===== src/tpm_pkg.sv =====
package tpm_pkg;

  // ---------------------------------------------------------------
  // register indices (byte address is four times the index)
  // ---------------------------------------------------------------
  localparam int              IDX_W          = 12;
  localparam int              BYTE_SHIFT     = 2;
  localparam int              MIN_ADDR_W     = IDX_W + BYTE_SHIFT;
  localparam logic [IDX_W-1:0] IDX_PAT_HIGH  = 12'h627;
  localparam logic [IDX_W-1:0] IDX_DA_LOW    = 12'h628;
  localparam logic [IDX_W-1:0] IDX_DA_MID    = 12'h629;
  localparam logic [IDX_W-1:0] IDX_DA_HIGH   = 12'h62a;
  localparam logic [IDX_W-1:0] IDX_SENT_LOW  = 12'h639;
  localparam logic [IDX_W-1:0] IDX_SENT_HIGH = 12'h63a;

  // ---------------------------------------------------------------
  // clearing sequence: three reads in this order
  // ---------------------------------------------------------------
  localparam logic [IDX_W-1:0] IDX_CLR_FIRST  = 12'h60f;
  localparam logic [IDX_W-1:0] IDX_CLR_SECOND = 12'h610;
  localparam logic [IDX_W-1:0] IDX_CLR_THIRD  = 12'h611;

  // ---------------------------------------------------------------
  // widths and reset values
  // ---------------------------------------------------------------
  localparam int          WORD_W    = 16;
  localparam int          CNT_W     = 32;
  localparam int          DA_W      = 48;
  localparam int          BUS_W     = 32;
  localparam int          SEL_W     = 4;
  localparam logic [15:0] RST_WORD  = 16'h0000;
  localparam logic [31:0] RST_COUNT = 32'h0000_0000;
  localparam logic [31:0] BUS_ZERO  = 32'h0000_0000;

  typedef enum logic [1:0] {
    SEQ_IDLE  = 2'b00,
    SEQ_FIRST = 2'b01,
    SEQ_SECND = 2'b11
  } tpm_seq_type;

endpackage : tpm_pkg


===== src/tpm_seq_if.sv =====
`timescale 1ns/10ps
interface tpm_seq_if (
  input wire logic clk_sys,
  input wire logic reset
);
  import tpm_pkg::*;

  logic             acc_pulse;
  logic             acc_read;
  logic [IDX_W-1:0] acc_idx;
  logic             clear_q;

  modport watcher (
    input  clk_sys,
    input  reset,
    input  acc_pulse,
    input  acc_read,
    input  acc_idx,
    output clear_q
  );

  modport regs (
    output acc_pulse,
    output acc_read,
    output acc_idx,
    input  clear_q
  );
endinterface : tpm_seq_if


===== src/tpm_clear_seq.sv =====
`timescale 1ns/10ps
module tpm_clear_seq
  import tpm_pkg::*;
(
  tpm_seq_if.watcher sq
);

  // ---------------------------------------------------------------
  // sequence decode
  // ---------------------------------------------------------------
  tpm_seq_type state_q;
  tpm_seq_type state_d;
  logic        clear_d;
  wire logic   rd_first  = sq.acc_read && (sq.acc_idx == IDX_CLR_FIRST);
  wire logic   rd_second = sq.acc_read && (sq.acc_idx == IDX_CLR_SECOND);
  wire logic   rd_third  = sq.acc_read && (sq.acc_idx == IDX_CLR_THIRD);

  // any other access restarts; a fresh first read re-arms
  always_comb begin
    state_d = state_q;
    clear_d = 1'b0;
    if (sq.acc_pulse) begin
      case (state_q)
        SEQ_IDLE:  state_d = rd_first ? SEQ_FIRST : SEQ_IDLE;
        SEQ_FIRST: state_d = rd_second ? SEQ_SECND : (rd_first ? SEQ_FIRST : SEQ_IDLE);
        SEQ_SECND: begin
          clear_d = rd_third;
          state_d = rd_first ? SEQ_FIRST : SEQ_IDLE;
        end
        default:   state_d = SEQ_IDLE;
      endcase
    end
  end

  always_ff @(posedge sq.clk_sys) begin
    if (sq.reset) begin
      state_q    <= SEQ_IDLE;
      sq.clear_q <= 1'b0;
    end else begin
      state_q    <= state_d;
      sq.clear_q <= clear_d;
    end
  end

  // ---------------------------------------------------------------
  // checks
  // ---------------------------------------------------------------
  chk_third_clears: assert property (@(posedge sq.clk_sys) disable iff (sq.reset)
    (sq.acc_pulse && rd_third && state_q == SEQ_SECND) |=> sq.clear_q)
    else $error("third read of sequence did not clear");

  chk_break_no_clear: assert property (@(posedge sq.clk_sys) disable iff (sq.reset)
    (sq.acc_pulse && state_q != SEQ_SECND) |=> !sq.clear_q)
    else $error("clear without full sequence");

endmodule : tpm_clear_seq


===== src/tpm_regs.sv =====
// The Wishbone slave port was decided locally.
`timescale 1ns/10ps
// Overview of operation
// - bits 47:32 of the test pattern sit in a read/write register reset to zero.
// - bits 15:0 of the perfect-match value are read/write and feed the address compare.
// - bits 31:16 of the perfect-match value sit in their own read/write register reset to zero.
// - bits 47:32 of the perfect-match value sit in a third read/write register reset to zero.
// - a 32-bit sent-packet counter shows its low half in a register reset to zero.
// - the counter's high half is shown in a second register reset to zero.
// - reading 0x60f, 0x610 and 0x611 in that order clears the sent-packet counter.
module tpm_regs
  import tpm_pkg::*;
#(
  parameter int ADDR_W = 14
) (
  input  wire logic              clk_sys,
  input  wire logic              reset,
  input  wire logic              wb_cyc_i,
  input  wire logic              wb_stb_i,
  input  wire logic              wb_we_i,
  input  wire logic [ADDR_W-1:0] wb_adr_i,
  input  wire logic [SEL_W-1:0]  wb_sel_i,
  input  wire logic [BUS_W-1:0]  wb_dat_i,
  output logic      [BUS_W-1:0]  wb_dat_o,
  output logic                   wb_ack_o,
  input  wire logic              tx_pkt_sent,
  input  wire logic              da_check,
  input  wire logic [DA_W-1:0]   da_value,
  output logic      [WORD_W-1:0] test_pattern_high,
  output logic      [DA_W-1:0]   da_match_value,
  output logic                   da_match_hit
);

  // ---------------------------------------------------------------
  // parameter check
  // ---------------------------------------------------------------
  if (ADDR_W < MIN_ADDR_W) begin : g_bad_addr_w
    $error("ADDR_W too small for the register map");
  end

  // ---------------------------------------------------------------
  // helpers
  // ---------------------------------------------------------------
  function automatic logic [WORD_W-1:0] lane_merge(
    input logic [WORD_W-1:0] old_val,
    input logic [BUS_W-1:0]  new_val,
    input logic [SEL_W-1:0]  sel
  );
    logic [WORD_W-1:0] res;
    res       = old_val;
    if (sel[0]) begin
      res[7:0] = new_val[7:0];
    end
    if (sel[1]) begin
      res[15:8] = new_val[15:8];
    end
    return res;
  endfunction : lane_merge

  function automatic logic [BUS_W-1:0] word_out(input logic [WORD_W-1:0] w);
    return {16'h0000, w};
  endfunction : word_out

  // ---------------------------------------------------------------
  // bus decode
  // ---------------------------------------------------------------
  logic                  ack_q;
  logic [BUS_W-1:0]      rdat_q;
  logic [BUS_W-1:0]      rdat_d;
  wire logic             acc_take  = wb_cyc_i && wb_stb_i && !ack_q;
  wire logic [IDX_W-1:0] idx       = wb_adr_i[IDX_W+BYTE_SHIFT-1:BYTE_SHIFT];
  wire logic             upper_ok  = (wb_adr_i >> MIN_ADDR_W) == '0;
  wire logic             wr_take   = acc_take && wb_we_i && upper_ok;
  wire logic             hit_pat   = upper_ok && (idx == IDX_PAT_HIGH);
  wire logic             hit_da_lo = upper_ok && (idx == IDX_DA_LOW);
  wire logic             hit_da_md = upper_ok && (idx == IDX_DA_MID);
  wire logic             hit_da_hi = upper_ok && (idx == IDX_DA_HIGH);
  wire logic             hit_sn_lo = upper_ok && (idx == IDX_SENT_LOW);
  wire logic             hit_sn_hi = upper_ok && (idx == IDX_SENT_HIGH);

  // ---------------------------------------------------------------
  // storage
  // ---------------------------------------------------------------
  logic [WORD_W-1:0] pat_high_q;
  logic [WORD_W-1:0] da_low_q;
  logic [WORD_W-1:0] da_mid_q;
  logic [WORD_W-1:0] da_high_q;
  logic [CNT_W-1:0]  sent_cnt_q;
  logic [CNT_W-1:0]  sent_cnt_d;
  logic              match_q;
  logic [DA_W-1:0]   match_ref;

  assign match_ref = {da_high_q, da_mid_q, da_low_q};

  // ---------------------------------------------------------------
  // clearing sequence watcher
  // ---------------------------------------------------------------
  tpm_seq_if u_seq_if (
    .clk_sys (clk_sys),
    .reset   (reset)
  );

  assign u_seq_if.acc_pulse = acc_take;
  assign u_seq_if.acc_read  = !wb_we_i && upper_ok;
  assign u_seq_if.acc_idx   = idx;

  tpm_clear_seq u_clear_seq (
    .sq (u_seq_if.watcher)
  );

  // clear restarts the count; a packet in the same cycle still counts
  always_comb begin
    sent_cnt_d = sent_cnt_q;
    if (u_seq_if.clear_q) begin
      sent_cnt_d = RST_COUNT;
    end
    if (tx_pkt_sent) begin
      sent_cnt_d = sent_cnt_d + 32'h0000_0001;
    end
  end

  // ---------------------------------------------------------------
  // read mux
  // ---------------------------------------------------------------
  always_comb begin
    rdat_d = BUS_ZERO;
    if (hit_pat) begin
      rdat_d = word_out(pat_high_q);
    end else if (hit_da_lo) begin
      rdat_d = word_out(da_low_q);
    end else if (hit_da_md) begin
      rdat_d = word_out(da_mid_q);
    end else if (hit_da_hi) begin
      rdat_d = word_out(da_high_q);
    end else if (hit_sn_lo) begin
      rdat_d = word_out(sent_cnt_q[15:0]);
    end else if (hit_sn_hi) begin
      rdat_d = word_out(sent_cnt_q[31:16]);
    end
  end

  // ---------------------------------------------------------------
  // bus answer
  // ---------------------------------------------------------------
  always_ff @(posedge clk_sys) begin
    if (reset) begin
      ack_q  <= 1'b0;
      rdat_q <= BUS_ZERO;
    end else begin
      ack_q  <= acc_take;
      rdat_q <= acc_take ? rdat_d : BUS_ZERO;
    end
  end

  // ---------------------------------------------------------------
  // software registers
  // ---------------------------------------------------------------
  always_ff @(posedge clk_sys) begin
    if (reset) begin
      pat_high_q <= RST_WORD;
      da_low_q   <= RST_WORD;
      da_mid_q   <= RST_WORD;
      da_high_q  <= RST_WORD;
    end else begin
      if (wr_take && hit_pat) begin
        pat_high_q <= lane_merge(pat_high_q, wb_dat_i, wb_sel_i);
      end
      if (wr_take && hit_da_lo) begin
        da_low_q <= lane_merge(da_low_q, wb_dat_i, wb_sel_i);
      end
      if (wr_take && hit_da_md) begin
        da_mid_q <= lane_merge(da_mid_q, wb_dat_i, wb_sel_i);
      end
      if (wr_take && hit_da_hi) begin
        da_high_q <= lane_merge(da_high_q, wb_dat_i, wb_sel_i);
      end
    end
  end

  // ---------------------------------------------------------------
  // counter and address compare
  // ---------------------------------------------------------------
  always_ff @(posedge clk_sys) begin
    if (reset) begin
      sent_cnt_q <= RST_COUNT;
      match_q    <= 1'b0;
    end else begin
      sent_cnt_q <= sent_cnt_d;
      if (da_check) begin
        match_q <= (da_value == match_ref);
      end
    end
  end

  // ---------------------------------------------------------------
  // outputs
  // ---------------------------------------------------------------
  assign wb_ack_o          = ack_q;
  assign wb_dat_o          = rdat_q;
  assign test_pattern_high = pat_high_q;
  assign da_match_value    = match_ref;
  assign da_match_hit      = match_q;

  // ---------------------------------------------------------------
  // checks
  // ---------------------------------------------------------------
  chk_pat_write_lands: assert property (@(posedge clk_sys) disable iff (reset)
    (wr_take && hit_pat && wb_sel_i[1:0] == 2'b11)
      |=> (pat_high_q == $past(wb_dat_i[15:0])))
    else $error("pattern high write not stored");

  chk_da_compare: assert property (@(posedge clk_sys) disable iff (reset)
    da_check |=> (match_q == ($past(da_value) == $past(match_ref))))
    else $error("address match result wrong");

  chk_da_mid_hold: assert property (@(posedge clk_sys) disable iff (reset)
    (!reset && !(wr_take && hit_da_md)) |=> $stable(da_mid_q))
    else $error("match mid word changed without write");

  chk_da_high_write: assert property (@(posedge clk_sys) disable iff (reset)
    (wr_take && hit_da_hi && wb_sel_i[1:0] == 2'b11)
      |=> (da_high_q == $past(wb_dat_i[15:0])))
    else $error("match high word write not stored");

  chk_cnt_counts: assert property (@(posedge clk_sys) disable iff (reset)
    (tx_pkt_sent && !u_seq_if.clear_q) |=> (sent_cnt_q == $past(sent_cnt_q) + 32'h0000_0001))
    else $error("sent counter did not advance");

  chk_cnt_high_read: assert property (@(posedge clk_sys) disable iff (reset)
    (acc_take && !wb_we_i && hit_sn_hi)
      |=> (wb_ack_o && wb_dat_o[15:0] == $past(sent_cnt_q[31:16])))
    else $error("counter high half read wrong");

  chk_cnt_clear: assert property (@(posedge clk_sys) disable iff (reset)
    (u_seq_if.clear_q && !tx_pkt_sent) |=> (sent_cnt_q == RST_COUNT))
    else $error("counter not cleared after sequence");

  chk_cnt_ro: assert property (@(posedge clk_sys) disable iff (reset)
    (!reset && !u_seq_if.clear_q && !tx_pkt_sent) |=> $stable(sent_cnt_q))
    else $error("counter moved without cause");

  chk_ack_one_cycle: assert property (@(posedge clk_sys) disable iff (reset)
    wb_ack_o |=> !wb_ack_o)
    else $error("ack held more than one cycle");

  chk_pat_hold: assert property (@(posedge clk_sys) disable iff (reset)
    (!reset && !(wr_take && hit_pat))
      |=> $stable(pat_high_q))
    else $error("pattern high word changed without write");

  chk_da_low_write: assert property (@(posedge clk_sys) disable iff (reset)
    (wr_take && hit_da_lo && wb_sel_i[1:0] == 2'b11)
      |=> (da_low_q == $past(wb_dat_i[15:0])))
    else $error("match low word write not stored");

  chk_da_low_hold: assert property (@(posedge clk_sys) disable iff (reset)
    (!reset && !(wr_take && hit_da_lo))
      |=> $stable(da_low_q))
    else $error("match low word changed without write");

  chk_da_mid_write: assert property (@(posedge clk_sys) disable iff (reset)
    (wr_take && hit_da_md && wb_sel_i[1:0] == 2'b11)
      |=> (da_mid_q == $past(wb_dat_i[15:0])))
    else $error("match mid word write not stored");

  chk_da_high_hold: assert property (@(posedge clk_sys) disable iff (reset)
    (!reset && !(wr_take && hit_da_hi))
      |=> $stable(da_high_q))
    else $error("match high word changed without write");

  chk_match_hold: assert property (@(posedge clk_sys) disable iff (reset)
    (!reset && !da_check)
      |=> $stable(match_q))
    else $error("match result changed without compare");

  chk_cnt_low_read: assert property (@(posedge clk_sys) disable iff (reset)
    (acc_take && !wb_we_i && hit_sn_lo)
      |=> (wb_ack_o && wb_dat_o[15:0] == $past(sent_cnt_q[15:0])))
    else $error("counter low half read wrong");

  chk_clear_with_pkt: assert property (@(posedge clk_sys) disable iff (reset)
    (u_seq_if.clear_q && tx_pkt_sent)
      |=> (sent_cnt_q == RST_COUNT + 32'h0000_0001))
    else $error("packet lost at counter clear");

  chk_ack_after_take: assert property (@(posedge clk_sys) disable iff (reset)
    (!reset && acc_take)
      |=> wb_ack_o)
    else $error("request not acknowledged in one cycle");

  chk_idle_data_zero: assert property (@(posedge clk_sys) disable iff (reset)
    !wb_ack_o
      |-> (wb_dat_o == BUS_ZERO))
    else $error("read data not zero outside ack");

  chk_upper_half_zero: assert property (@(posedge clk_sys) disable iff (reset)
    wb_ack_o
      |-> (wb_dat_o[31:16] == 16'h0000))
    else $error("upper half of read data not zero");

endmodule : tpm_regs


===== config.mk =====
export PLATFORM = sky130hd
export DESIGN_NAME = tpm_regs
export DESIGN_NICKNAME = d
export VERILOG_FILES = /design/src/tpm_pkg.sv /design/src/tpm_seq_if.sv /design/src/tpm_clear_seq.sv /design/src/tpm_regs.sv
export SDC_FILE = /design/constraint.sdc
export NUM_CORES = 1
export LEC_CHECK = 0
export BUFFER_PORTS_ARGS = -buffer_cell sky130_fd_sc_hd__buf_2
export CORE_MARGIN = 4
export CORE_UTILIZATION = 50
export CTS_CLUSTER_DIAMETER = 50
export CTS_CLUSTER_SIZE = 24
export DETAILED_ROUTE_END_ITERATION = 10
export GPL_ROUTABILITY_DRIVEN = 0
export PLACE_DENSITY = 0.85
export SLEW_MARGIN = 20
export SYNTH_ARGS = -nofsm -noshare
export SYNTH_HDL_FRONTEND = slang
export SYNTH_SLANG_ARGS = --single-unit

===== constraint.sdc =====
create_clock -name clk_sys -period 2.2 [get_ports clk_sys]
set_input_delay 0.22 -clock clk_sys [delete_from_list [all_inputs] [get_ports clk_sys]]
set_output_delay 0.22 -clock clk_sys [all_outputs]
set_load 0.01 [all_outputs]

==> results.sh <==
export IMPL_outcome="complete, no violations"
export IMPL_holdWs_ns=0.0766
export IMPL_io_buffer_count=166
export IMPL_routed_wl_um=20300
export IMPL_critical_path_required_ns=2.55
export IMPL_drv_max_cap_violation_count=0
export IMPL_detail_route_wl_per_cell_um=18.8
export IMPL_finalInstanceArea_um2=7960
export IMPL_htree_levels=4
export IMPL_drive_above_1_share_pct=28.7
export IMPL_synth_enable_flop_cells=0
export IMPL_synth_warnings=0
export IMPL_ant_nets=0
export IMPL_antenna_cells=0
export IMPL_synth_main_ff_cell="dfxtp_1"
export IMPL_hpwlAfterDp_um=15000
export IMPL_clk_insertion_delay_late_ns=0.42
export IMPL_power_ir_vdd_worst_v=0.000356
export IMPL_syn2layout_area_growth_pct=26.9
export IMPL_worst_min_delay_path_class="input pin to flip-flop"
export IMPL_grt_pass1_vias=6133
export IMPL_worst_path_dominant_cell_family="simple AND/OR/NAND/NOR gates"
export IMPL_final_setup_tns_ns=0
export IMPL_clk_transition_reported_paths_ns=0.06
export IMPL_syn_avg_cell_area_um2=8.74
export IMPL_cp_slowest_cell="or4_4"
export IMPL_power_static_leakage_nw=3.35
export IMPL_synth_seq_area_share_pct=37.3
export IMPL_criticalPathCategory="flip-flop to flip-flop"
export IMPL_layout_setup_ws_ns=0.116
export IMPL_design_final_nets=1008
export IMPL_timing_critical_path_from_type="flip-flop"
export IMPL_core_region_area_um2=12200
export IMPL_power_per_cell_area_nw_per_um2=656
export IMPL_cell_type_with_the_highest_aggregate_area_in_the_netlist="dfxtp_1"
export IMPL_clockBufferDepth=2
export IMPL_syn_area_um2=6270
export IMPL_tritoncts="yes"
export IMPL_postCtsResizedCells=0
export IMPL_post_cts_hold_buffer_count=0
export IMPL_post_cts_setup_buffers=0
export IMPL_timing_max_transition_violations_final=0
export IMPL_crit_arrival_ns=2.43
export IMPL_post_synth_inst_count=718
export IMPL_fin_skew_ns=0.00947
export IMPL_placement_cell_area_um2=7370
export IMPL_synth_distinct_cells=60
export IMPL_detailedPlace_worstSlack_ns=0.141
export IMPL_cts_inserted_buffers=17
export IMPL_die_h_um=120
export IMPL_groute_usage_overall_pct=28.2
export IMPL_synth_common_cells="dfxtp_1, nor2_1, mux2i_1"
export IMPL_drc_violations=0
export IMPL_dieWidth_um=120
export IMPL_post_synth_top_count_cell="dfxtp_1"
export IMPL_clock_root_buffer="clkbuf_16"
export IMPL_period_share_pct=94.7
export IMPL_top_level_ports=203
export IMPL_detailroute_via_count=6248
export IMPL_critical_path_buf_inv_count=0
export IMPL_synth_top_cell_area_share_pct=37.3
export IMPL_yosys_top_cells_area="dfxtp_1, mux2i_1, nor2_1, xnor2_1, a21oi_1"
export IMPL_ys_ff_latch=117
export IMPL_globalRoute_totalOverflow=0
export IMPL_initial_antenna_violation_count=0
export IMPL_gr_usage_met2_pct=47.9
export IMPL_die_area_um2=14400
export IMPL_grt_most_used_layer="met2"
export IMPL_fmaxAchievable_mhz=480
export IMPL_gr_usage_met1_pct=33.8
export IMPL_grt_use_met3_pct=6.79
export IMPL_critPathMaxFanout=10
export IMPL_crit_path_end_kind="flip-flop"
export IMPL_tritoncts_num_sinks=117
export IMPL_grt_setup_unrepaired="false"
export IMPL_routed_via_density=5.79
export IMPL_wire_length_of_the_first_global_routing_pass_um=32200
export IMPL_crit_path_cell_trace="nor2b_1 -> nand3_2 -> or4_4 -> or3_1 -> a21oi_1"
export IMPL_drt_pass1_iter_count=5
export IMPL_finalHoldViolCount=0
export IMPL_finalSetupViolations=0
export IMPL_floorplan_rows=40
export IMPL_min_period_ns=2.08
export IMPL_grt_start_max_net_pins=48
export IMPL_iteration_0_drc_markers=511
export IMPL_worst_path_largest_cell_delay_ns=0.61
export IMPL_floorplan_initialDensity_pct=51.6
export IMPL_synth_async_reset_ratio_pct=0
registers in the layout (all words and copies together), names as in the netlist:
register / cells
sent_cnt_q: 32
wb_ack_o: 1
da_low_q: 16
da_match_hit: 1
u_clear_seq.state_q: 2
u_clear_seq.sq.clear_q: 1
da_mid_q: 16
wb_dat_o: 16
test_pattern_high: 16
da_high_q: 16
cells in the final DEF (no fill, tap or decap), drive strengths merged, types with 3 or more instances in the layout:
cell,n
nor2b,26
xnor2,41
nor3,17
ha,4
and4,5
nand2b,6
clkbuf,18
mux2i,66
clkinvlp,6
nand3,16
buf,198
nand2,30
and3,5
or3,5
conb,16
xor2,22
dfxtp,117
nor4,17
a31o,3
nand3b,4
nand4,15
and2,3
nor2,111
o21ai,24
o22ai,18
a22o,16
a21oi,56
inv,21
worst register-to-register path: cells and delay by family, from the launching register on:
kind               cells  cell delay [ns]
AOI/OAI and AO/OA      1             0.13
DFF                    1             0.43
and+or+nand+nor        4             1.47
cell families (layout without fill, tap and decap cells):
| family | count (synthesis) | in the layout | synth area share [%] |
|---|---|---|---|
| flops | 117 | 117 | 37.3 |
| fa+ha+maj | 4 | 4 | 0.798 |
| buf+inv | 68 | 247 | 5.43 |
| compound gates | 126 | 126 | 12.7 |
| other cells | 1 | 16 | 0.0598 |
| mux | 66 | 66 | 10.5 |
| simple gates | 273 | 273 | 24.4 |
| xor+xnor | 63 | 63 | 8.80 |
layout make-up:
| type | count | area, um^2 |
|---|---|---|
| clock buffer | 18 | 439 |
| tap | 168 | 210 |
| sequential | 117 | 2340 |
| inverter | 17 | 63.8 |
| timing repair buffer | 198 | 1110 |
| multi-input combinational | 548 | 3650 |
| fill | 933 | 4200 |
| clock inverter | 14 | 150 |
power breakdown:
group | total, W | internal [W] | switching [W]
Clock | 0.00276 | 0.00170 | 0.00106
Combinational | 0.000332 | 0.000122 | 0.000210
Sequential | 0.00213 | 0.00212 | 0.00000256
Total | 0.00522 | 0.00395 | 0.00127
path summary, 6_finish.rpt:
check,cells after the start,startpoint,slack [ns],end
worst max-delay path,5,u_clear_seq.sq.clear_q,0.12,sent_cnt_q[23]
worst min-delay path,3,wb_dat_i[1],0.08,test_pattern_high[1]
worst max register to register,5,u_clear_seq.sq.clear_q,0.12,sent_cnt_q[23]
worst min register to register,2,da_match_hit,0.49,da_match_hit
through the flow:
stage	utilization, %	std cells	total power (W)
finish	65.5	1080	0.00522
global route	65.5	1080	0.00534
CTS	65.5	1080	0.00521
detailed placement	60.6	1048	0.00249
global placement	60.6	1048	0.00249
floorplan	-	733	0.00235
metal layers:
| metal | wire [um] | up-vias |
|---|---|---|
| li1 | - | 2863 |
| met3 | 1950 | 69 |
| met5 | 0 | - |
| met4 | 743 | 0 |
| met2 | 9810 | 375 |
| met1 | 7820 | 2941 |
(Power assumes the default switching activity.)
